==> config.mk <==
export PLATFORM = sky130hd
export DESIGN_NAME = sbf_spi_status
export DESIGN_NICKNAME = d
export VERILOG_FILES = /design/src/verilog/sbf_pkg.sv /design/src/verilog/sbf_buf_mem.sv /design/src/verilog/sbf_spi_status.sv /design/src/verilog/sbf_sync.sv
export VERILOG_INCLUDE_DIRS = /design/src /design/src/verilog
export SDC_FILE = /design/constraint.sdc
export NUM_CORES = 1
export LEC_CHECK = 0
export BUFFER_PORTS_ARGS = -buffer_cell sky130_fd_sc_hd__buf_2
export CAP_MARGIN = 10
export CORE_UTILIZATION = 53
export CTS_BUF_LIST = sky130_fd_sc_hd__clkbuf_4 sky130_fd_sc_hd__clkbuf_8
export CTS_CLUSTER_DIAMETER = 40
export DETAILED_ROUTE_END_ITERATION = 8
export GPL_ROUTABILITY_DRIVEN = 0
export GPL_TIMING_DRIVEN = 0
export HOLD_SLACK_MARGIN = 0.1
export PLACE_DENSITY = 0.74
export SYNTH_ARGS = -nofsm -noshare
export SYNTH_HDL_FRONTEND = slang
export SYNTH_SLANG_ARGS = --single-unit
==> constraint.sdc <==
create_clock -name clk -period 2.5 [get_ports clk]
set_input_delay 0.375 -clock clk [delete_from_list [all_inputs] [get_ports clk]]
set_output_delay 0.375 -clock clk [all_outputs]
set_load 0.01 [all_outputs]
==> src/verilog/sbf_defines.svh <==
// Constants for the serial buffer-full status block
`ifndef SBF_DEFINES_SVH
`define SBF_DEFINES_SVH

// Register byte addresses
`define SBF_ADDR_W        4
`define SBF_ADDR_STAT     4'h0
`define SBF_ADDR_DATA     4'h2
`define SBF_ADDR_IRQ_ST   4'h4
`define SBF_ADDR_IRQ_MSK  4'h6

// Status and control field positions
`define SBF_ST_RBF        0
`define SBF_ST_TBF        1
`define SBF_ST_ENH        2
`define SBF_ST_EN         15

// Interrupt event positions
`define SBF_EV_RX_WORD    0
`define SBF_EV_TX_LOAD    1
`define SBF_EV_RX_OVF     2
`define SBF_EV_W          3

// Widths, depths and reset values
`define SBF_REG_W         16
`define SBF_WORD_W        8
`define SBF_PTR_W         2
`define SBF_CNT_W         3
`define SBF_DEPTH_STD     3'h1
`define SBF_DEPTH_ENH     3'h4
`define SBF_PTR_ONE       2'h1
`define SBF_CNT_ONE       3'h1
`define SBF_BIT_LAST      3'h7
`define SBF_BIT_ONE       3'h1
`define SBF_REG_RST       16'h0000
`define SBF_WORD_RST      8'h00
`define SBF_EV_RST        3'h0
`define SBF_SYNC_RST      3'h2
`define SBF_PTR_ZERO      2'h0
`define SBF_CNT_ZERO      3'h0
`define SBF_PAD_WORD      8'h00
`define SBF_PAD_EV        13'h0000

`endif

==> src/verilog/sbf_pkg.sv <==
// Types shared by the serial buffer-full status block
`include "sbf_defines.svh"

package sbf_pkg;

  // Register port request from the core
  typedef struct packed {
    logic [`SBF_ADDR_W-1:0] addr;
    logic [`SBF_REG_W-1:0]  wdata;
    logic                   wr;
    logic                   rd;
  } sbf_bus_req_s;

  // Serial link inputs, sampled by the block clock
  typedef struct packed {
    logic sck;
    logic ss_n;
    logic sdi;
  } sbf_link_in_s;

  // Link sequencer, Gray coded from idle through load and shift to done
  typedef enum logic [1:0] {
    SBF_LK_IDLE  = 2'h0,
    SBF_LK_LOAD  = 2'h1,
    SBF_LK_SHIFT = 2'h3,
    SBF_LK_DONE  = 2'h2
  } sbf_link_e;

endpackage

==> src/verilog/sbf_buf_mem.sv <==
// Small word store for the transmit and receive buffers
`timescale 1ns/1ps
`include "sbf_defines.svh"

module sbf_buf_mem (
  input  wire logic                   clk,
  input  wire logic                   resetn,
  input  wire logic                   we,
  input  wire logic [`SBF_PTR_W-1:0]  waddr,
  input  wire logic [`SBF_WORD_W-1:0] wdata,
  input  wire logic [`SBF_PTR_W-1:0]  raddr,
  output logic      [`SBF_WORD_W-1:0] rdata
);

  logic [`SBF_WORD_W-1:0] mem_r [`SBF_DEPTH_ENH];

  // Storage array, no reset needed
  always_ff @(posedge clk) begin
    if (we) begin
      mem_r[waddr] <= wdata;
    end
  end

  // Registered read; forward a same-cycle write so data is never stale
  always_ff @(posedge clk or negedge resetn) begin
    if (!resetn) begin
      rdata <= `SBF_WORD_RST;
    end else if (we && (waddr == raddr)) begin
      rdata <= wdata;
    end else begin
      rdata <= mem_r[raddr];
    end
  end

endmodule

==> src/verilog/sbf_spi_status.sv <==
// Serial peripheral slave with transmit/receive buffer-full status flags
//
// What this block does
// - Transmit-full flag, status bit 1: set while holding buffer loaded, unsent.
// - Standard mode: core write to the data window sets transmit-full.
// - Standard mode: move from holding buffer to shifter clears transmit-full.
// - Enhanced mode: transmit-full sets only when a write takes the last entry.
// - Enhanced mode: transmit-full clears once any entry is free for writing.
// - Receive-full flag, status bit 0: set when received word waits, unread.
// - Standard mode: move from shifter into holding buffer sets receive-full.
// - Standard mode: core read of the data window clears receive-full.
// - Enhanced mode: receive-full sets when a move fills the last free entry.
// - Enhanced mode: receive-full clears once any entry can take a word.
//
// The plain strobed port and the register addresses were left to the implementer.
`timescale 1ns/1ps
`include "sbf_defines.svh"

module sbf_spi_status (
  input  wire logic                  clk,
  input  wire logic                  resetn,
  input  wire sbf_pkg::sbf_bus_req_s bus_req,
  output logic [`SBF_REG_W-1:0]      bus_rdata,
  input  wire sbf_pkg::sbf_link_in_s link_in,
  output logic                       sdo,
  output logic                       sdo_oe,
  output logic                       irq
);

  // Buffer capacity for the selected mode
  function automatic logic [`SBF_CNT_W-1:0] buf_depth(input logic enh);
    buf_depth = enh ? `SBF_DEPTH_ENH : `SBF_DEPTH_STD;
  endfunction

  // A buffer is full when its count reaches the mode's capacity
  function automatic logic buf_full(input logic [`SBF_CNT_W-1:0] cnt,
                                    input logic                  enh);
    buf_full = (cnt == buf_depth(enh));
  endfunction

  // Pointer advance, wraps over the four entries
  function automatic logic [`SBF_PTR_W-1:0] ptr_next(
      input logic [`SBF_PTR_W-1:0] ptr, input logic step);
    ptr_next = step ? ptr + `SBF_PTR_ONE : ptr;
  endfunction

  // Count update for one push and one pop in the same cycle
  function automatic logic [`SBF_CNT_W-1:0] cnt_next(
      input logic [`SBF_CNT_W-1:0] cnt, input logic push, input logic pop);
    logic [`SBF_CNT_W-1:0] c;
    c = cnt;
    if (push && !pop) begin
      c = cnt + `SBF_CNT_ONE;
    end else if (pop && !push) begin
      c = cnt - `SBF_CNT_ONE;
    end
    cnt_next = c;
  endfunction

  // Synchronised link pins
  logic [2:0]                sync_q;
  logic                      sck_s;
  logic                      ss_n_s;
  logic                      sdi_s;
  logic                      sck_d_r;
  logic                      sck_rise;
  logic                      sck_fall;

  // Control and status
  logic                      ctl_en_r;
  logic                      ctl_enh_r;
  logic                      tbf_r;
  logic                      rbf_r;
  logic [`SBF_EV_W-1:0]      ev_stat_r;
  logic [`SBF_EV_W-1:0]      ev_mask_r;
  logic [`SBF_EV_W-1:0]      ev_set;

  // Link side
  sbf_pkg::sbf_link_e        lk_state_r;
  logic [2:0]                bit_cnt_r;
  logic [`SBF_WORD_W-1:0]    sh_tx_r;
  logic [`SBF_WORD_W-1:0]    sh_rx_r;

  // Buffers
  logic [`SBF_PTR_W-1:0]     tx_wp_r;
  logic [`SBF_PTR_W-1:0]     tx_rp_r;
  logic [`SBF_CNT_W-1:0]     tx_cnt_r;
  logic [`SBF_PTR_W-1:0]     rx_wp_r;
  logic [`SBF_PTR_W-1:0]     rx_rp_r;
  logic [`SBF_CNT_W-1:0]     rx_cnt_r;
  logic [`SBF_WORD_W-1:0]    tx_q;
  logic [`SBF_WORD_W-1:0]    rx_q;
  logic [`SBF_PTR_W-1:0]     tx_rp_nxt;
  logic [`SBF_PTR_W-1:0]     rx_rp_nxt;
  logic [`SBF_CNT_W-1:0]     tx_cnt_nxt;
  logic [`SBF_CNT_W-1:0]     rx_cnt_nxt;

  // Decoded events
  logic                      wr_stat;
  logic                      wr_data;
  logic                      rd_data;
  logic                      wr_ev_st;
  logic                      wr_ev_msk;
  logic                      flush;
  logic                      tx_push;
  logic                      tx_pop;
  logic                      rx_push;
  logic                      rx_pop;
  logic                      rx_ovf;
  logic                      byte_done;
  logic [`SBF_REG_W-1:0]     stat_word;

  sbf_sync u_sync (
    .clk    (clk),
    .resetn (resetn),
    .d      ({link_in.sck, link_in.ss_n, link_in.sdi}),
    .q      (sync_q)
  );

  assign sck_s  = sync_q[2];
  assign ss_n_s = sync_q[1];
  assign sdi_s  = sync_q[0];

  // Edge finder on the sampled link clock
  always_ff @(posedge clk or negedge resetn) begin
    if (!resetn) begin
      sck_d_r <= 1'b0;
    end else begin
      sck_d_r <= sck_s;
    end
  end

  assign sck_rise = sck_s && !sck_d_r;
  assign sck_fall = !sck_s && sck_d_r;

  // Register port decode
  assign wr_stat   = bus_req.wr && (bus_req.addr == `SBF_ADDR_STAT);
  assign wr_data   = bus_req.wr && (bus_req.addr == `SBF_ADDR_DATA);
  assign rd_data   = bus_req.rd && (bus_req.addr == `SBF_ADDR_DATA);
  assign wr_ev_st  = bus_req.wr && (bus_req.addr == `SBF_ADDR_IRQ_ST);
  assign wr_ev_msk = bus_req.wr && (bus_req.addr == `SBF_ADDR_IRQ_MSK);

  // Changing mode or disabling empties both buffers, so counts never
  // exceed the capacity of the newly selected mode
  assign flush = wr_stat &&
                 ((bus_req.wdata[`SBF_ST_ENH] != ctl_enh_r) ||
                  !bus_req.wdata[`SBF_ST_EN]);

  // A write to a full transmit buffer is dropped rather than overwriting
  assign tx_push   = wr_data && ctl_en_r && !buf_full(tx_cnt_r, ctl_enh_r);
  assign tx_pop    = (lk_state_r == sbf_pkg::SBF_LK_LOAD) && (tx_cnt_r != `SBF_CNT_ZERO);
  assign byte_done = (lk_state_r == sbf_pkg::SBF_LK_DONE);
  assign rx_push   = byte_done && !buf_full(rx_cnt_r, ctl_enh_r);
  assign rx_ovf    = byte_done && buf_full(rx_cnt_r, ctl_enh_r);
  assign rx_pop    = rd_data && (rx_cnt_r != `SBF_CNT_ZERO);

  assign tx_cnt_nxt = cnt_next(tx_cnt_r, tx_push, tx_pop);
  assign rx_cnt_nxt = cnt_next(rx_cnt_r, rx_push, rx_pop);
  assign tx_rp_nxt  = ptr_next(tx_rp_r, tx_pop);
  assign rx_rp_nxt  = ptr_next(rx_rp_r, rx_pop);

  // Read address leads by one so the registered read data is current
  sbf_buf_mem u_tx_mem (
    .clk    (clk),
    .resetn (resetn),
    .we     (tx_push),
    .waddr  (tx_wp_r),
    .wdata  (bus_req.wdata[`SBF_WORD_W-1:0]),
    .raddr  (tx_rp_nxt),
    .rdata  (tx_q)
  );

  sbf_buf_mem u_rx_mem (
    .clk    (clk),
    .resetn (resetn),
    .we     (rx_push),
    .waddr  (rx_wp_r),
    .wdata  (sh_rx_r),
    .raddr  (rx_rp_nxt),
    .rdata  (rx_q)
  );

  // Software control bits; flag positions in the same word stay untouched
  always_ff @(posedge clk or negedge resetn) begin
    if (!resetn) begin
      ctl_en_r  <= 1'b0;
      ctl_enh_r <= 1'b0;
    end else if (wr_stat) begin
      ctl_en_r  <= bus_req.wdata[`SBF_ST_EN];
      ctl_enh_r <= bus_req.wdata[`SBF_ST_ENH];
    end
  end

  // Transmit buffer pointers and fill count
  always_ff @(posedge clk or negedge resetn) begin
    if (!resetn) begin
      tx_wp_r  <= `SBF_PTR_ZERO;
      tx_rp_r  <= `SBF_PTR_ZERO;
      tx_cnt_r <= `SBF_CNT_ZERO;
    end else if (flush) begin
      tx_wp_r  <= `SBF_PTR_ZERO;
      tx_rp_r  <= `SBF_PTR_ZERO;
      tx_cnt_r <= `SBF_CNT_ZERO;
    end else begin
      tx_wp_r  <= ptr_next(tx_wp_r, tx_push);
      tx_rp_r  <= tx_rp_nxt;
      tx_cnt_r <= tx_cnt_nxt;
    end
  end

  // Receive buffer pointers and fill count
  always_ff @(posedge clk or negedge resetn) begin
    if (!resetn) begin
      rx_wp_r  <= `SBF_PTR_ZERO;
      rx_rp_r  <= `SBF_PTR_ZERO;
      rx_cnt_r <= `SBF_CNT_ZERO;
    end else if (flush) begin
      rx_wp_r  <= `SBF_PTR_ZERO;
      rx_rp_r  <= `SBF_PTR_ZERO;
      rx_cnt_r <= `SBF_CNT_ZERO;
    end else begin
      rx_wp_r  <= ptr_next(rx_wp_r, rx_push);
      rx_rp_r  <= rx_rp_nxt;
      rx_cnt_r <= rx_cnt_nxt;
    end
  end

  // Transmit-full follows the count: in standard mode capacity is one,
  // so a write sets it and the move to the shifter clears it; in enhanced
  // mode only the write taking the last entry sets it and any pop clears it
  always_ff @(posedge clk or negedge resetn) begin
    if (!resetn) begin
      tbf_r <= 1'b0;
    end else if (flush) begin
      tbf_r <= 1'b0;
    end else begin
      tbf_r <= buf_full(tx_cnt_nxt, ctl_enh_r);
    end
  end

  // Receive-full: set when a move fills the last entry, cleared by a core
  // read that frees one; with one entry this is the standard behaviour
  always_ff @(posedge clk or negedge resetn) begin
    if (!resetn) begin
      rbf_r <= 1'b0;
    end else if (flush) begin
      rbf_r <= 1'b0;
    end else begin
      rbf_r <= buf_full(rx_cnt_nxt, ctl_enh_r);
    end
  end

  // Link sequencer: load shifter, shift eight bits, hand word over
  always_ff @(posedge clk or negedge resetn) begin
    if (!resetn) begin
      lk_state_r <= sbf_pkg::SBF_LK_IDLE;
    end else if (ss_n_s || !ctl_en_r) begin
      lk_state_r <= sbf_pkg::SBF_LK_IDLE;
    end else begin
      case (lk_state_r)
        sbf_pkg::SBF_LK_IDLE: begin
          lk_state_r <= sbf_pkg::SBF_LK_LOAD;
        end
        sbf_pkg::SBF_LK_LOAD: begin
          lk_state_r <= sbf_pkg::SBF_LK_SHIFT;
        end
        sbf_pkg::SBF_LK_SHIFT: begin
          if (sck_rise && (bit_cnt_r == `SBF_BIT_LAST)) begin
            lk_state_r <= sbf_pkg::SBF_LK_DONE;
          end
        end
        sbf_pkg::SBF_LK_DONE: begin
          lk_state_r <= sbf_pkg::SBF_LK_LOAD;
        end
        default: begin
          lk_state_r <= sbf_pkg::SBF_LK_IDLE;
        end
      endcase
    end
  end

  // Bit counter, restarted for every word
  always_ff @(posedge clk or negedge resetn) begin
    if (!resetn) begin
      bit_cnt_r <= `SBF_CNT_ZERO;
    end else if (lk_state_r != sbf_pkg::SBF_LK_SHIFT) begin
      bit_cnt_r <= `SBF_CNT_ZERO;
    end else if (sck_rise) begin
      bit_cnt_r <= bit_cnt_r + `SBF_BIT_ONE;
    end
  end

  // Receive shifter samples on rising link clock edges
  always_ff @(posedge clk or negedge resetn) begin
    if (!resetn) begin
      sh_rx_r <= `SBF_WORD_RST;
    end else if ((lk_state_r == sbf_pkg::SBF_LK_SHIFT) && sck_rise) begin
      sh_rx_r <= {sh_rx_r[`SBF_WORD_W-2:0], sdi_s};
    end
  end

  // Transmit shifter: loaded from the holding buffer, or zeros when it is
  // empty; a falling edge before the first rise of a word is ignored so
  // the leading bit is not lost
  always_ff @(posedge clk or negedge resetn) begin
    if (!resetn) begin
      sh_tx_r <= `SBF_WORD_RST;
    end else if (lk_state_r == sbf_pkg::SBF_LK_LOAD) begin
      sh_tx_r <= tx_pop ? tx_q : `SBF_WORD_RST;
    end else if ((lk_state_r == sbf_pkg::SBF_LK_SHIFT) && sck_fall &&
                 (bit_cnt_r != `SBF_CNT_ZERO)) begin
      sh_tx_r <= {sh_tx_r[`SBF_WORD_W-2:0], 1'b0};
    end
  end

  // Serial output and its enable, driven only while selected
  always_ff @(posedge clk or negedge resetn) begin
    if (!resetn) begin
      sdo    <= 1'b0;
      sdo_oe <= 1'b0;
    end else begin
      sdo    <= sh_tx_r[`SBF_WORD_W-1];
      sdo_oe <= !ss_n_s && ctl_en_r;
    end
  end

  // Interrupt events
  always_comb begin
    ev_set                  = `SBF_EV_RST;
    ev_set[`SBF_EV_RX_WORD] = rx_push;
    ev_set[`SBF_EV_TX_LOAD] = tx_pop;
    ev_set[`SBF_EV_RX_OVF]  = rx_ovf;
  end

  // Sticky event bits, write one to clear; a new event beats the clear
  always_ff @(posedge clk or negedge resetn) begin
    if (!resetn) begin
      ev_stat_r <= `SBF_EV_RST;
    end else if (wr_ev_st) begin
      ev_stat_r <= (ev_stat_r & ~bus_req.wdata[`SBF_EV_W-1:0]) | ev_set;
    end else begin
      ev_stat_r <= ev_stat_r | ev_set;
    end
  end

  // Event mask
  always_ff @(posedge clk or negedge resetn) begin
    if (!resetn) begin
      ev_mask_r <= `SBF_EV_RST;
    end else if (wr_ev_msk) begin
      ev_mask_r <= bus_req.wdata[`SBF_EV_W-1:0];
    end
  end

  // Level interrupt, one cycle behind the status bits
  always_ff @(posedge clk or negedge resetn) begin
    if (!resetn) begin
      irq <= 1'b0;
    end else begin
      irq <= |(ev_stat_r & ev_mask_r);
    end
  end

  // Status word; flag bits come only from hardware
  always_comb begin
    stat_word               = `SBF_REG_RST;
    stat_word[`SBF_ST_RBF]  = rbf_r;
    stat_word[`SBF_ST_TBF]  = tbf_r;
    stat_word[`SBF_ST_ENH]  = ctl_enh_r;
    stat_word[`SBF_ST_EN]   = ctl_en_r;
  end

  // Read data stands in the cycle after the read strobe only
  always_ff @(posedge clk or negedge resetn) begin
    if (!resetn) begin
      bus_rdata <= `SBF_REG_RST;
    end else if (bus_req.rd) begin
      case (bus_req.addr)
        `SBF_ADDR_STAT: begin
          bus_rdata <= stat_word;
        end
        `SBF_ADDR_DATA: begin
          bus_rdata <= {`SBF_PAD_WORD, rx_q};
        end
        `SBF_ADDR_IRQ_ST: begin
          bus_rdata <= {`SBF_PAD_EV, ev_stat_r};
        end
        `SBF_ADDR_IRQ_MSK: begin
          bus_rdata <= {`SBF_PAD_EV, ev_mask_r};
        end
        default: begin
          bus_rdata <= `SBF_REG_RST;
        end
      endcase
    end else begin
      bus_rdata <= `SBF_REG_RST;
    end
  end

endmodule

==> src/verilog/sbf_sync.sv <==
// Two-flop synchroniser for the serial link pins
`timescale 1ns/1ps
`include "sbf_defines.svh"

module sbf_sync (
  input  wire logic       clk,
  input  wire logic       resetn,
  input  wire logic [2:0] d,
  output logic      [2:0] q
);

  logic [2:0] meta_r;

  // First stage feeds only the second; select idles high
  always_ff @(posedge clk or negedge resetn) begin
    if (!resetn) begin
      meta_r <= `SBF_SYNC_RST;
      q      <= `SBF_SYNC_RST;
    end else begin
      meta_r <= d;
      q      <= meta_r;
    end
  end

endmodule
==> results of run 1 <==
[final timing paths]
path / startpoint / end / slack [ps] / depth (start not counted)
worst min register to register: u_sync.meta_r[0] / u_sync.q[0] / 360 / 0
worst min-delay path: bus_req[5] / u_tx_mem.mem_r[0][3] / 160 / 1
min in group asynchronous: resetn / sh_tx_r[4] / 290 / 2
worst max-delay path: rx_rp_r[0] / u_rx_mem.rdata[4] / 70 / 6
max in group asynchronous: resetn / u_sync.q[1] / 1580 / 3
worst max register to register: rx_rp_r[0] / u_rx_mem.rdata[4] / 70 / 6
[layer usage]
metal | up-vias | GRT usage, % | share of wire [%]
met5 | - | 0 | 0
met4 | 0 | 8.861 | 1.1
met3 | 22 | 5.304 | 6.2
met2 | 182 | 38.26 | 49
met1 | 2240 | 30.13 | 44
li1 | 2047 | - | -
[worst reg2reg max path, cell delays in order (launching register included)]
cell                       delay [ps]
sky130_fd_sc_hd__dfrtp_1          320
sky130_fd_sc_hd__clkbuf_1         310
sky130_fd_sc_hd__buf_1            680
sky130_fd_sc_hd__nand3_2          410
sky130_fd_sc_hd__o221ai_1         310
sky130_fd_sc_hd__a32o_1           170
sky130_fd_sc_hd__mux2i_1          100
[cell type report]
type                    instances  area (sq um)  share of cell area (%)
flip-flops and latches        144          3928                   48.66
well taps                     172         215.2                   2.666
inverters                      14         52.55                  0.6511
multi-input cells             331          2937                   36.38
clock buffers                  20         262.8                   3.255
repair buffers                 40         267.8                   3.317
clock inverters                12         212.7                   2.635
plain buffers                  32         196.4                   2.434
[cell usage in the layout (no fill, tap or decap), types with 4 or more instances in the layout]
cell type,n
sky130_fd_sc_hd__nand2_1,30
sky130_fd_sc_hd__bufinv_16,6
sky130_fd_sc_hd__xnor2_1,13
sky130_fd_sc_hd__a21oi_1,18
sky130_fd_sc_hd__buf_4,13
sky130_fd_sc_hd__ha_1,17
sky130_fd_sc_hd__buf_6,5
sky130_fd_sc_hd__and2_1,9
sky130_fd_sc_hd__o21ai_0,10
sky130_fd_sc_hd__buf_1,4
sky130_fd_sc_hd__mux2i_1,24
sky130_fd_sc_hd__nor2_1,19
sky130_fd_sc_hd__clkbuf_8,18
sky130_fd_sc_hd__buf_2,32
sky130_fd_sc_hd__maj3_1,17
sky130_fd_sc_hd__nor2b_1,5
sky130_fd_sc_hd__nand3_2,4
sky130_fd_sc_hd__o221ai_1,15
sky130_fd_sc_hd__dfrtp_1,77
sky130_fd_sc_hd__inv_1,14
sky130_fd_sc_hd__nand3_1,4
sky130_fd_sc_hd__a22oi_1,7
sky130_fd_sc_hd__mux2_2,45
sky130_fd_sc_hd__nand2b_1,7
sky130_fd_sc_hd__and3_1,7
sky130_fd_sc_hd__conb_1,7
sky130_fd_sc_hd__edfxtp_1,64
sky130_fd_sc_hd__clkbuf_1,10
sky130_fd_sc_hd__mux4_2,17
sky130_fd_sc_hd__a32o_1,8
sky130_fd_sc_hd__dlygate4sd3_1,4
[report_power, final]
| group | switching (mW) | internal, mW |
|---|---|---|
| logic | 1.28 | 1.19 |
| clock network | 0.855 | 1.33 |
| registers | 0.229 | 2.80 |
[cell families (layout without fill, tap and decap cells)]
family,Yosys count,in the layout,share of synthesized area (%)
buf+inv,47,118,3.405
xor+xnor,15,15,2.086
simple gates,112,112,8.682
compound gates,76,76,8.130
mux,87,87,16.24
other cells,1,7,0.05343
fa+ha+maj,34,34,5.455
flops,144,144,55.95
[stage by stage]
step / instance area (sq um) / setup WS, ps / cells / setup TNS (ps)
6_report: 8071 / 69.28 / 765 / 0
3_3_place_gp: 7411 / -317.4 / 725 / -6635
2_1_floorplan: 7041 / 168.5 / 522 / 0
3_5_place_dp: 7441 / -300.0 / 726 / -9004
5_1_grt: 8071 / 2.346 / 765 / 0
4_1_cts: 8008 / 22.93 / 762 / 0
[state kept, by name, summed over array words and instances (netlist names), 3 cells and up]
name / flops
sh_rx_r: 8
ev_mask_r: 3
u_tx_mem.rdata: 8
ev_stat_r: 3
bit_cnt_r: 3
u_rx_mem.rdata: 8
u_tx_mem.mem_r: 32
tx_cnt_r: 3
u_sync.meta_r: 3
rx_cnt_r: 3
bus_rdata: 9
sh_tx_r: 8
u_rx_mem.mem_r: 32
u_sync.q: 3
[timing repair]
action,4_1_cts,5_1_grt
buffers inserted,0,4
hold endpoints to repair,81,0
pin swaps,0,2
setup endpoints to repair,48,41
resized for setup,9,8
hold buffers,4,0
==> metrics.txt, run 1 <==
# TYPE chip_impl_metric gauge
chip_impl_info{name="synth_top_cell_by_area",value="sky130_fd_sc_hd__dfrtp_1"} 1
chip_impl_info{name="synthTopCellsByArea",value="sky130_fd_sc_hd__dfrtp_1, sky130_fd_sc_hd__edfxtp_1, sky130_fd_sc_hd__mux2_2"} 1
chip_impl_metric{name="synth.top_cell.area_share",unit="%"} 27.81
chip_impl_metric{name="final_net_count",unit=""} 624
chip_impl_info{name="yosysMostFrequentCell",value="sky130_fd_sc_hd__dfrtp_1"} 1
chip_impl_metric{name="hpwl",unit="um"} 9576
chip_impl_info{name="path_cells",value="clkbuf_1 > buf_1 > nand3_2 > o221ai_1 > a32o_1 > mux2i_1"} 1
chip_impl_metric{name="number_of_max_slew_violations_in_the_final_report",unit=""} 0
chip_impl_metric{name="utilization_after_layout",unit="%"} 63.19
chip_impl_metric{name="worstMarginPinSlew",unit="ps"} 826.9
chip_impl_metric{name="synth_sequential_area_ratio",unit="%"} 55.95
chip_impl_info{name="ys_dominant_reg_cell",value="sky130_fd_sc_hd__dfrtp_1"} 1
chip_impl_metric{name="chipWidth",unit="um"} 117.1
chip_impl_info{name="hold_class",value="primary input to flip-flop"} 1
chip_impl_info{name="outcome",value="finished clean"} 1
chip_impl_metric{name="netlist_area_before_placement",unit="sq um"} 7018
chip_impl_metric{name="wl_per_cell",unit="um"} 19.41
chip_impl_metric{name="netlist_instances",unit=""} 516
chip_impl_metric{name="drt_iter0_markers",unit=""} 358
chip_impl_metric{name="grt_use_total",unit="%"} 23.22
chip_impl_metric{name="cap_viol_max_count",unit=""} 0
chip_impl_metric{name="clk_pin_slew",unit="ps"} 80
chip_impl_metric{name="p_leak",unit="nW"} 3.320
chip_impl_metric{name="asyncSetResetFlopFracSynth",unit="%"} 55.56
chip_impl_metric{name="via_count",unit=""} 4491
chip_impl_metric{name="cts_inserted_buffers",unit=""} 17
chip_impl_metric{name="worst-endpoint-arrival",unit="ps"} 2740
chip_impl_metric{name="fin_total_pwr",unit="mW"} 7.673
chip_impl_metric{name="worstSkewPairLatency",unit="ps"} 450
chip_impl_metric{name="design.core.area",unit="sq um"} 12770
chip_impl_metric{name="number_of_global_route_vias_before_repair",unit=""} 4452
chip_impl_metric{name="ioPinCount",unit=""} 46
chip_impl_metric{name="number_of_synthesized_register_bits",unit=""} 144
chip_impl_metric{name="slowest_delay",unit="ps"} 680
chip_impl_metric{name="peakVddDrop",unit="V"} 0.0004050
chip_impl_metric{name="critical_path_required",unit="ps"} 2810
chip_impl_metric{name="relSlewSlack",unit="%"} 44.87
chip_impl_metric{name="report.final.hold_viol_count",unit=""} 0
chip_impl_info{name="worst_setup_path_end_kind",value="flip-flop"} 1
chip_impl_metric{name="grt_overflow_total",unit=""} 0
chip_impl_metric{name="synth-warning-count",unit=""} 0
chip_impl_metric{name="wire_length_of_the_first_global_routing_pass",unit="um"} 22960
chip_impl_metric{name="nFillCells",unit=""} 922
chip_impl_info{name="tritoncts",value="yes"} 1
chip_impl_metric{name="syn_to_final_growth",unit="%"} 15.01
chip_impl_info{name="clockRootBuffer",value="sky130_fd_sc_hd__clkbuf_8"} 1
chip_impl_metric{name="fin_crit",unit="ps"} 2431
chip_impl_metric{name="drc_errors",unit=""} 0
chip_impl_metric{name="final-setup-viol-count",unit=""} 0
chip_impl_metric{name="worstPathBufferInverterCount",unit=""} 2
chip_impl_metric{name="ctsHtreeMaxLevel",unit=""} 4
chip_impl_metric{name="drt_pre_antenna_iters",unit=""} 7
chip_impl_info{name="synth_common_cells",value="sky130_fd_sc_hd__dfrtp_1, sky130_fd_sc_hd__edfxtp_1, sky130_fd_sc_hd__mux2_2"} 1
chip_impl_metric{name="routed_wl",unit="um"} 14850
chip_impl_metric{name="critPathMaxFanout",unit=""} 10
chip_impl_metric{name="power_density",unit="nW/um^2"} 950.7
chip_impl_metric{name="fin_crit_sh",unit="%"} 97.23
chip_impl_metric{name="final_layout_size_suffix_gt1_share",unit="%"} 28.84
chip_impl_metric{name="synth_edf_count",unit=""} 64
chip_impl_info{name="rsz0062_at_grt",value="false"} 1
chip_impl_metric{name="synth_cell_types",unit=""} 59
chip_impl_metric{name="initial_core_util",unit="%"} 54.94
chip_impl_metric{name="diodes",unit=""} 0
chip_impl_metric{name="clock-skew-final",unit="ps"} 8.715
chip_impl_metric{name="placement.io_buffers",unit=""} 31
chip_impl_metric{name="cts_max_path_buffers",unit=""} 2
chip_impl_metric{name="fin_hold_ws",unit="ps"} 157.9
chip_impl_info{name="critPathSlowestCell",value="sky130_fd_sc_hd__buf_1"} 1
chip_impl_info{name="cp-start-kind",value="flip-flop"} 1
chip_impl_info{name="timing.setup.critical_path_class",value="flip-flop to flip-flop"} 1
chip_impl_metric{name="cts_sinks",unit=""} 144
chip_impl_metric{name="chip_height",unit="um"} 117.1
chip_impl_info{name="path_delay_family",value="buffers and inverters"} 1
chip_impl_metric{name="max_frequency",unit="MHz"} 411.4
chip_impl_metric{name="final_antenna_net_count",unit=""} 0
chip_impl_metric{name="largest_net_degree_at_the_start_of_global_routing",unit=""} 73
chip_impl_metric{name="die_area",unit="sq um"} 13710
chip_impl_metric{name="placementRows",unit=""} 41
chip_impl_metric{name="antenna_violations_before_repair",unit=""} 0
chip_impl_metric{name="synth.avg_cell_area",unit="sq um"} 13.60
chip_impl_metric{name="post_drt_via_cell_ratio",unit=""} 5.871
No activity file was read; power rests on OpenSTA's default activity.
==> run 2: changes to the inputs <==
--- a/config.mk
+++ b/config.mk
@@ -15,7 +15,8 @@
 export GPL_ROUTABILITY_DRIVEN = 0
 export GPL_TIMING_DRIVEN = 0
 export HOLD_SLACK_MARGIN = 0.1
-export PLACE_DENSITY = 0.74
+export MAX_ROUTING_LAYER = met4
+export PLACE_DENSITY = 0.71
 export SYNTH_ARGS = -nofsm -noshare
 export SYNTH_HDL_FRONTEND = slang
 export SYNTH_SLANG_ARGS = --single-unit
==> constraint.sdc (replaced) <==
create_clock -name clk -period 3.05 [get_ports clk]
set_input_delay 0.4575 -clock clk [delete_from_list [all_inputs] [get_ports clk]]
set_output_delay 0.4575 -clock clk [all_outputs]
set_load 0.01 [all_outputs]
==> run 2 against run 1 <==
Compared with the run above: critical path type unchanged; wire length is 1.9% lower; sequential share of layout area increased by 1.1 points; total power is 22% lower; combinational power is 22% lower; clock power shrank 28%; count of clock-buffer cells in the layout up 2; first-iteration DRC count grew 7.0%; via count down 1.0%.
==> metrics.txt, run 2 (synthesized netlist as in run 1, its figures left out) <==
# TYPE chip_impl_metric gauge
chip_impl_metric{name="drc_errors",unit=""} 0
chip_impl_metric{name="placementRows",unit=""} 41
chip_impl_metric{name="p_leak",unit="nW"} 3.254
chip_impl_metric{name="power_frac_clock",unit="%"} 26.2
chip_impl_metric{name="cts_sinks",unit=""} 144
chip_impl_info{name="final_common_cell",value="sky130_fd_sc_hd__dfrtp_1"} 1
chip_impl_info{name="tritoncts",value="yes"} 1
chip_impl_info{name="mostFrequentLayoutCells",value="sky130_fd_sc_hd__dfrtp_1, sky130_fd_sc_hd__edfxtp_1, sky130_fd_sc_hd__mux2_2, sky130_fd_sc_hd__buf_2, sky130_fd_sc_hd__nand2_1"} 1
chip_impl_metric{name="critical_path_required",unit="ps"} 3380
chip_impl_info{name="clockRootBuffer",value="sky130_fd_sc_hd__clkbuf_8"} 1
chip_impl_metric{name="wire_length_of_the_first_global_routing_pass",unit="um"} 22950
chip_impl_info{name="critPathSlowestCell",value="sky130_fd_sc_hd__dfrtp_1"} 1
chip_impl_metric{name="slowest_delay",unit="ps"} 460
chip_impl_metric{name="relSlewSlack",unit="%"} 39.04
chip_impl_metric{name="final.setup.tns",unit="ps"} 0
chip_impl_metric{name="grt_use_total",unit="%"} 23.77
chip_impl_metric{name="peakVddDrop",unit="V"} 0.0002839
chip_impl_info{name="cp-start-kind",value="flip-flop"} 1
chip_impl_metric{name="largest_net_degree_at_the_start_of_global_routing",unit=""} 69
chip_impl_metric{name="worstSkewPairLatency",unit="ps"} 440
chip_impl_metric{name="clk_pin_slew",unit="ps"} 80
chip_impl_metric{name="cts_inserted_buffers",unit=""} 17
chip_impl_metric{name="post_drt_via_cell_ratio",unit=""} 5.832
chip_impl_metric{name="max_frequency",unit="MHz"} 357.3
chip_impl_metric{name="diodes",unit=""} 0
chip_impl_info{name="rsz0062_at_grt",value="false"} 1
chip_impl_metric{name="worst-endpoint-arrival",unit="ps"} 3130
chip_impl_metric{name="final_antenna_net_count",unit=""} 0
chip_impl_metric{name="nFillCells",unit=""} 957
chip_impl_metric{name="power_density",unit="nW/um^2"} 754.7
chip_impl_metric{name="number_of_global_route_vias_before_repair",unit=""} 4498
chip_impl_metric{name="worstMarginPinSlew",unit="ps"} 909.9
chip_impl_info{name="hold_class",value="primary input to flip-flop"} 1
chip_impl_info{name="outcome",value="finished clean"} 1
chip_impl_info{name="worst_setup_path_end_kind",value="flip-flop"} 1
chip_impl_metric{name="cts_max_path_buffers",unit=""} 2
chip_impl_metric{name="clock-skew-final",unit="ps"} 10.69
chip_impl_metric{name="fin_crit_sh",unit="%"} 91.77
chip_impl_metric{name="initial_core_util",unit="%"} 54.94
chip_impl_metric{name="report.final.hold_viol_count",unit=""} 0
chip_impl_metric{name="grt_overflow_total",unit=""} 0
chip_impl_metric{name="switching_share",unit="%"} 32.02
chip_impl_metric{name="ioPinCount",unit=""} 46
chip_impl_metric{name="design.core.area",unit="sq um"} 12770
chip_impl_metric{name="p_int",unit="mW"} 4.051
chip_impl_info{name="reg.largest.list",value="u_rx_mem.mem_r: 32 flops, u_tx_mem.mem_r: 32 flops, bus_rdata: 9 flops"} 1
chip_impl_metric{name="number_of_max_slew_violations_in_the_final_report",unit=""} 0
chip_impl_metric{name="final_net_count",unit=""} 621
chip_impl_metric{name="die_area",unit="sq um"} 13710
chip_impl_metric{name="cap_viol_max_count",unit=""} 0
chip_impl_metric{name="syn_to_final_growth",unit="%"} 12.50
chip_impl_metric{name="p_sw",unit="mW"} 1.908
chip_impl_metric{name="drt_iter0_markers",unit=""} 383
chip_impl_info{name="timing.setup.critical_path_class",value="flip-flop to flip-flop"} 1
chip_impl_metric{name="chip_height",unit="um"} 117.1
chip_impl_metric{name="wl_per_cell",unit="um"} 19.12
chip_impl_metric{name="routed_wl",unit="um"} 14570
chip_impl_metric{name="chipWidth",unit="um"} 117.1
chip_impl_metric{name="cts-resized-gates",unit=""} 0
chip_impl_info{name="path_cells",value="inv_1 > ha_1 > nand2b_1 > nand4_2 > buf_2 > nor2_2 > a21oi_1 > a32o_1 > mux2i_1"} 1
chip_impl_metric{name="ctsHtreeMaxLevel",unit=""} 4
chip_impl_metric{name="fin_crit",unit="ps"} 2799
chip_impl_metric{name="placement.io_buffers",unit=""} 31
chip_impl_metric{name="sequential_cell_area",unit="sq um"} 3926
chip_impl_metric{name="power_frac_seq",unit="%"} 41.6
chip_impl_metric{name="antenna_violations_before_repair",unit=""} 0
chip_impl_metric{name="fin_total_pwr",unit="mW"} 5.958
chip_impl_metric{name="critPathMaxFanout",unit=""} 10
chip_impl_metric{name="via_count",unit=""} 4444
chip_impl_metric{name="multi_input_comb_area",unit="sq um"} 2875
chip_impl_metric{name="hpwl",unit="um"} 9800
chip_impl_metric{name="drt_pre_antenna_iters",unit=""} 5
chip_impl_metric{name="final_layout_size_suffix_gt1_share",unit="%"} 27.12
chip_impl_metric{name="final-setup-viol-count",unit=""} 0
chip_impl_metric{name="share_comb_of_total_power",unit="%"} 32.3
[run 2: what timing repair did]
| action | in CTS | in global routing |
|---|---|---|
| buffers inserted | 0 | 0 |
| hold endpoints to repair | 15 | 0 |
| setup endpoints to repair | 0 | 0 |
| hold buffers | 4 | 0 |
[run 2: power by group through the flow]
stage	Clock (mW)	Combinational, mW	Sequential (mW)
6_report	1.56	1.92	2.48
5_1_grt	1.66	2.09	2.51
4_1_cts	1.59	1.91	2.47
3_5_place_dp	0	1.90	2.51
3_3_place_gp	0	1.82	2.50
2_1_floorplan	0	1.47	2.46
[run 2: path summary, 6_finish.rpt]
kind                                       start                   end  slack [ps]  cells after the start
worst max-delay path                 rx_cnt_r[1]     u_rx_mem.rdata[3]         250                      9
worst min-delay path                  bus_req[7]  u_tx_mem.mem_r[0][5]         250                      1
worst max register to register       rx_cnt_r[1]     u_rx_mem.rdata[3]         250                      9
worst min register to register  u_sync.meta_r[1]           u_sync.q[1]         350                      0
max in group asynchronous                 resetn      u_sync.meta_r[1]        2010                      3
min in group asynchronous                 resetn     u_tx_mem.rdata[1]         400                      2
[run 2: area by class of cell]
class                      count  share of cell area [%]
tap                          172                   2.726
timing repair buffer          36                   2.853
clock buffer                  22                   3.518
sequential                   144                   49.73
multi-input combinational    331                   36.42
clock inverter                10                   1.727
inverter                      14                  0.6656
buffer                        33                   2.361
[run 2: metrics by stage]
step	setup slack [ps]	util, %	cells	hold WS (ps)	cell area [sq um]
after floorplan	718.5	-	522	161.9	7041
after global placement	152.3	58.02	725	333.3	7411
after detailed placement	137.7	58.25	726	323.4	7441
after CTS	330.9	61.81	762	219.5	7895
after global routing	178.1	61.81	762	223.5	7895
final	250.9	61.81	762	246.7	7895
[run 2: critical path: cells and delay by family, from the launching register on]
family          cells  cell delay [ps]
simple gates        3              930
fa+ha+maj           1              230
buf+inv             2              460
mux                 1              240
flops               1              460
compound gates      2              360
[run 2: per-layer routing]
layer | vias up | track usage [%] | part of all wire [%]
met5 | - | - | 0
met4 | 0 | 10.21 | 1.9
met3 | 28 | 4.789 | 4.6
met2 | 163 | 37.08 | 49
met1 | 2218 | 30.43 | 45
li1 | 2035 | - | -
==> run 3: changes to the inputs <==
--- a/config.mk
+++ b/config.mk
@@ -16,7 +16,8 @@
 export GPL_TIMING_DRIVEN = 0
 export HOLD_SLACK_MARGIN = 0.1
 export MAX_ROUTING_LAYER = met4
-export PLACE_DENSITY = 0.71
+export PLACE_DENSITY_LB_ADDON = 0.05
+export REMOVE_ABC_BUFFERS = 1
 export SYNTH_ARGS = -nofsm -noshare
 export SYNTH_HDL_FRONTEND = slang
 export SYNTH_SLANG_ARGS = --single-unit
==> run 3 against run 2 <==
Compared with the run above: combinational power shrank 8%; flip-flop and latch count unchanged; maximum frequency shrank 2.5%; register-to-register slack worse by 70 ps; sequential power up 4%; clock power is 4% higher; global-route usage rose by 0.056 points; die area unchanged; core utilization decreased by 0.76 points; via count down 3.8%; critical endpoint unchanged; largest cell class unchanged.
==> metrics.txt, run 3 (synthesized netlist as in run 1, its figures left out) <==
# TYPE chip_impl_metric gauge
chip_impl_metric{name="drt_pre_antenna_iters",unit=""} 6
chip_impl_info{name="rsz0062_at_grt",value="false"} 1
chip_impl_metric{name="grt_overflow_total",unit=""} 0
chip_impl_metric{name="chip_height",unit="um"} 117.1
chip_impl_metric{name="number_of_global_route_vias_before_repair",unit=""} 4296
chip_impl_metric{name="crit_cells",unit=""} 8
chip_impl_metric{name="worstPathBufferInverterCount",unit=""} 1
chip_impl_metric{name="wl_per_cell",unit="um"} 19.62
chip_impl_metric{name="critPathMaxFanout",unit=""} 22
chip_impl_metric{name="placementRows",unit=""} 41
chip_impl_metric{name="diodes",unit=""} 0
chip_impl_metric{name="peakVddDrop",unit="V"} 0.0003678
chip_impl_metric{name="fin_crit_sh",unit="%"} 94.17
chip_impl_info{name="cp-start-kind",value="flip-flop"} 1
chip_impl_info{name="worst_setup_path_end_kind",value="flip-flop"} 1
chip_impl_info{name="hold_class",value="primary input to flip-flop"} 1
chip_impl_metric{name="cap_viol_max_count",unit=""} 0
chip_impl_metric{name="ioPinCount",unit=""} 46
chip_impl_metric{name="p_leak",unit="nW"} 3.195
chip_impl_metric{name="post-cts-setup-buffers",unit=""} 0
chip_impl_metric{name="chipWidth",unit="um"} 117.1
chip_impl_metric{name="syn_to_final_growth",unit="%"} 11.11
chip_impl_info{name="path_delay_family",value="simple AND/OR/NAND/NOR gates"} 1
chip_impl_metric{name="critical_path_required",unit="ps"} 3380
chip_impl_metric{name="drc_errors",unit=""} 0
chip_impl_metric{name="fin_crit",unit="ps"} 2872
chip_impl_metric{name="cts_sinks",unit=""} 144
chip_impl_metric{name="clock-skew-final",unit="ps"} 8.157
chip_impl_metric{name="cts_max_path_buffers",unit=""} 2
chip_impl_metric{name="final_antenna_net_count",unit=""} 0
chip_impl_metric{name="max_frequency",unit="MHz"} 348.2
chip_impl_metric{name="drt_iter0_markers",unit=""} 384
chip_impl_metric{name="number_of_max_slew_violations_in_the_final_report",unit=""} 0
chip_impl_metric{name="wire_length_of_the_first_global_routing_pass",unit="um"} 22670
chip_impl_info{name="critPathSlowestCell",value="sky130_fd_sc_hd__nand3_1"} 1
chip_impl_metric{name="worstSkewPairLatency",unit="ps"} 450
chip_impl_metric{name="ctsHtreeMaxLevel",unit=""} 4
chip_impl_info{name="clockRootBuffer",value="sky130_fd_sc_hd__clkbuf_8"} 1
chip_impl_metric{name="report.final.hold_viol_count",unit=""} 0
chip_impl_metric{name="cts_inserted_buffers",unit=""} 17
chip_impl_metric{name="holdPathStages",unit=""} 1
chip_impl_metric{name="power_density",unit="nW/um^2"} 764.9
chip_impl_metric{name="worstMarginPinSlew",unit="ps"} 870.4
chip_impl_info{name="tritoncts",value="yes"} 1
chip_impl_info{name="path_cells",value="inv_1 > ha_1 > nand2b_1 > nand3_2 > nand3_1 > o221ai_1 > a32o_1 > mux2i_1"} 1
chip_impl_metric{name="design.core.area",unit="sq um"} 12770
chip_impl_info{name="reg.largest.list",value="u_rx_mem.mem_r: 32 flops, u_tx_mem.mem_r: 32 flops, bus_rdata: 9 flops"} 1
chip_impl_metric{name="hpwl",unit="um"} 9375
chip_impl_metric{name="post_drt_via_cell_ratio",unit=""} 5.843
chip_impl_info{name="final_common_cell",value="sky130_fd_sc_hd__dfrtp_1"} 1
chip_impl_metric{name="setup.reg_to_reg.worst_slack",unit="ps"} 180
chip_impl_metric{name="initial_core_util",unit="%"} 54.94
chip_impl_metric{name="final.setup.tns",unit="ps"} 0
chip_impl_metric{name="fin_total_pwr",unit="mW"} 5.964
chip_impl_metric{name="routed_wl",unit="um"} 14370
chip_impl_info{name="outcome",value="finished clean"} 1
chip_impl_metric{name="antenna_violations_before_repair",unit=""} 0
chip_impl_info{name="mostFrequentLayoutCells",value="sky130_fd_sc_hd__dfrtp_1, sky130_fd_sc_hd__edfxtp_1, sky130_fd_sc_hd__mux2_2, sky130_fd_sc_hd__nand2_1, sky130_fd_sc_hd__buf_2"} 1
chip_impl_metric{name="via_count",unit=""} 4277
chip_impl_metric{name="worst-endpoint-arrival",unit="ps"} 3200
chip_impl_metric{name="largest_net_degree_at_the_start_of_global_routing",unit=""} 62
chip_impl_metric{name="grt_use_total",unit="%"} 23.83
chip_impl_metric{name="clk_pin_slew",unit="ps"} 80
chip_impl_info{name="timing.setup.critical_path_class",value="flip-flop to flip-flop"} 1
chip_impl_metric{name="reg2reg_depth",unit=""} 8
chip_impl_metric{name="final_layout_size_suffix_gt1_share",unit="%"} 27.14
chip_impl_metric{name="final-setup-viol-count",unit=""} 0
chip_impl_metric{name="placement.io_buffers",unit=""} 31
chip_impl_metric{name="final_net_count",unit=""} 591
chip_impl_metric{name="die_area",unit="sq um"} 13710
chip_impl_metric{name="relSlewSlack",unit="%"} 41.69
chip_impl_metric{name="slowest_delay",unit="ps"} 560
-- run 3: changes by cell type in the layout (fill, tap and decap cells not counted), sizes merged --
| cell | delta |
|---|---|
| buf | -18 |
| clkbuf | -17 |
| clkinv | +4 |
| bufinv | +1 |
| clkinvlp | -1 |
| inv | +1 |
-- run 3: what timing repair did --
| action | CTS | global route |
|---|---|---|
| endpoints found under the setup margin | 9 | 5 |
| hold buffers | 4 | 0 |
| gates resized for setup | 2 | 3 |
| hold endpoints to repair | 22 | 0 |
-- run 3: metal layers --
metal | routed length, um | up-vias | GRT usage, % | share of wire, %
li1 | - | 1974 | - | -
met1 | 6704 | 2156 | 32.21 | 47
met2 | 6667 | 127 | 35.03 | 46
met3 | 768 | 20 | 5.973 | 5.3
met4 | 225 | 0 | 8.692 | 1.6
met5 | 0 | - | - | 0
-- run 3: where the power goes --
group | internal (mW) | total (mW) | switching (mW)
Sequential | 2.29 | 2.58 | 0.292
Clock | 0.886 | 1.62 | 0.729
Combinational | 0.888 | 1.77 | 0.881
-- run 3: final timing paths --
path / from / end
max: rx_cnt_r[1] / u_rx_mem.rdata[3]
min: bus_req[8] / u_tx_mem.mem_r[1][6]
max reg2reg: rx_cnt_r[1] / u_rx_mem.rdata[3]
min reg2reg: u_sync.meta_r[2] / u_sync.q[2]
max in group asynchronous: resetn / u_sync.meta_r[1]
min in group asynchronous: resetn / u_tx_mem.rdata[5]
-- run 3: metrics by stage --
step / hold WS [ps] / std cells / util [%] / setup slack, ps / instance area (sq um)
after floorplan: 161.9 / 489 / - / 280.0 / 6854
after global placement: 337.4 / 692 / 56.56 / -993.7 / 7224
after detailed placement: 340.3 / 696 / 57.19 / -1054 / 7306
after CTS: 215.9 / 732 / 60.93 / 86.37 / 7782
after global routing: 206.6 / 732 / 61.04 / 13.57 / 7797
final: 238.1 / 732 / 61.04 / 177.7 / 7797
-- run 3: cell type report --
cell class,instances,area (sq um)
multi-input combinational,331,2905
clock inverter,15,192.7
sequential,144,3926
timing repair buffer,39,271.5
fill,1015,4976
inverter,14,52.55
tap,172,215.2
clock buffer,17,234.0
-- run 3: worst reg2reg max path, cell delays in order (launching register included) --
cell,delay (ps)
sky130_fd_sc_hd__dfrtp_1,450
sky130_fd_sc_hd__inv_1,110
sky130_fd_sc_hd__ha_1,220
sky130_fd_sc_hd__nand2b_1,190
sky130_fd_sc_hd__nand3_2,500
sky130_fd_sc_hd__nand3_1,570
sky130_fd_sc_hd__o221ai_1,180
sky130_fd_sc_hd__a32o_1,280
sky130_fd_sc_hd__mux2i_1,260
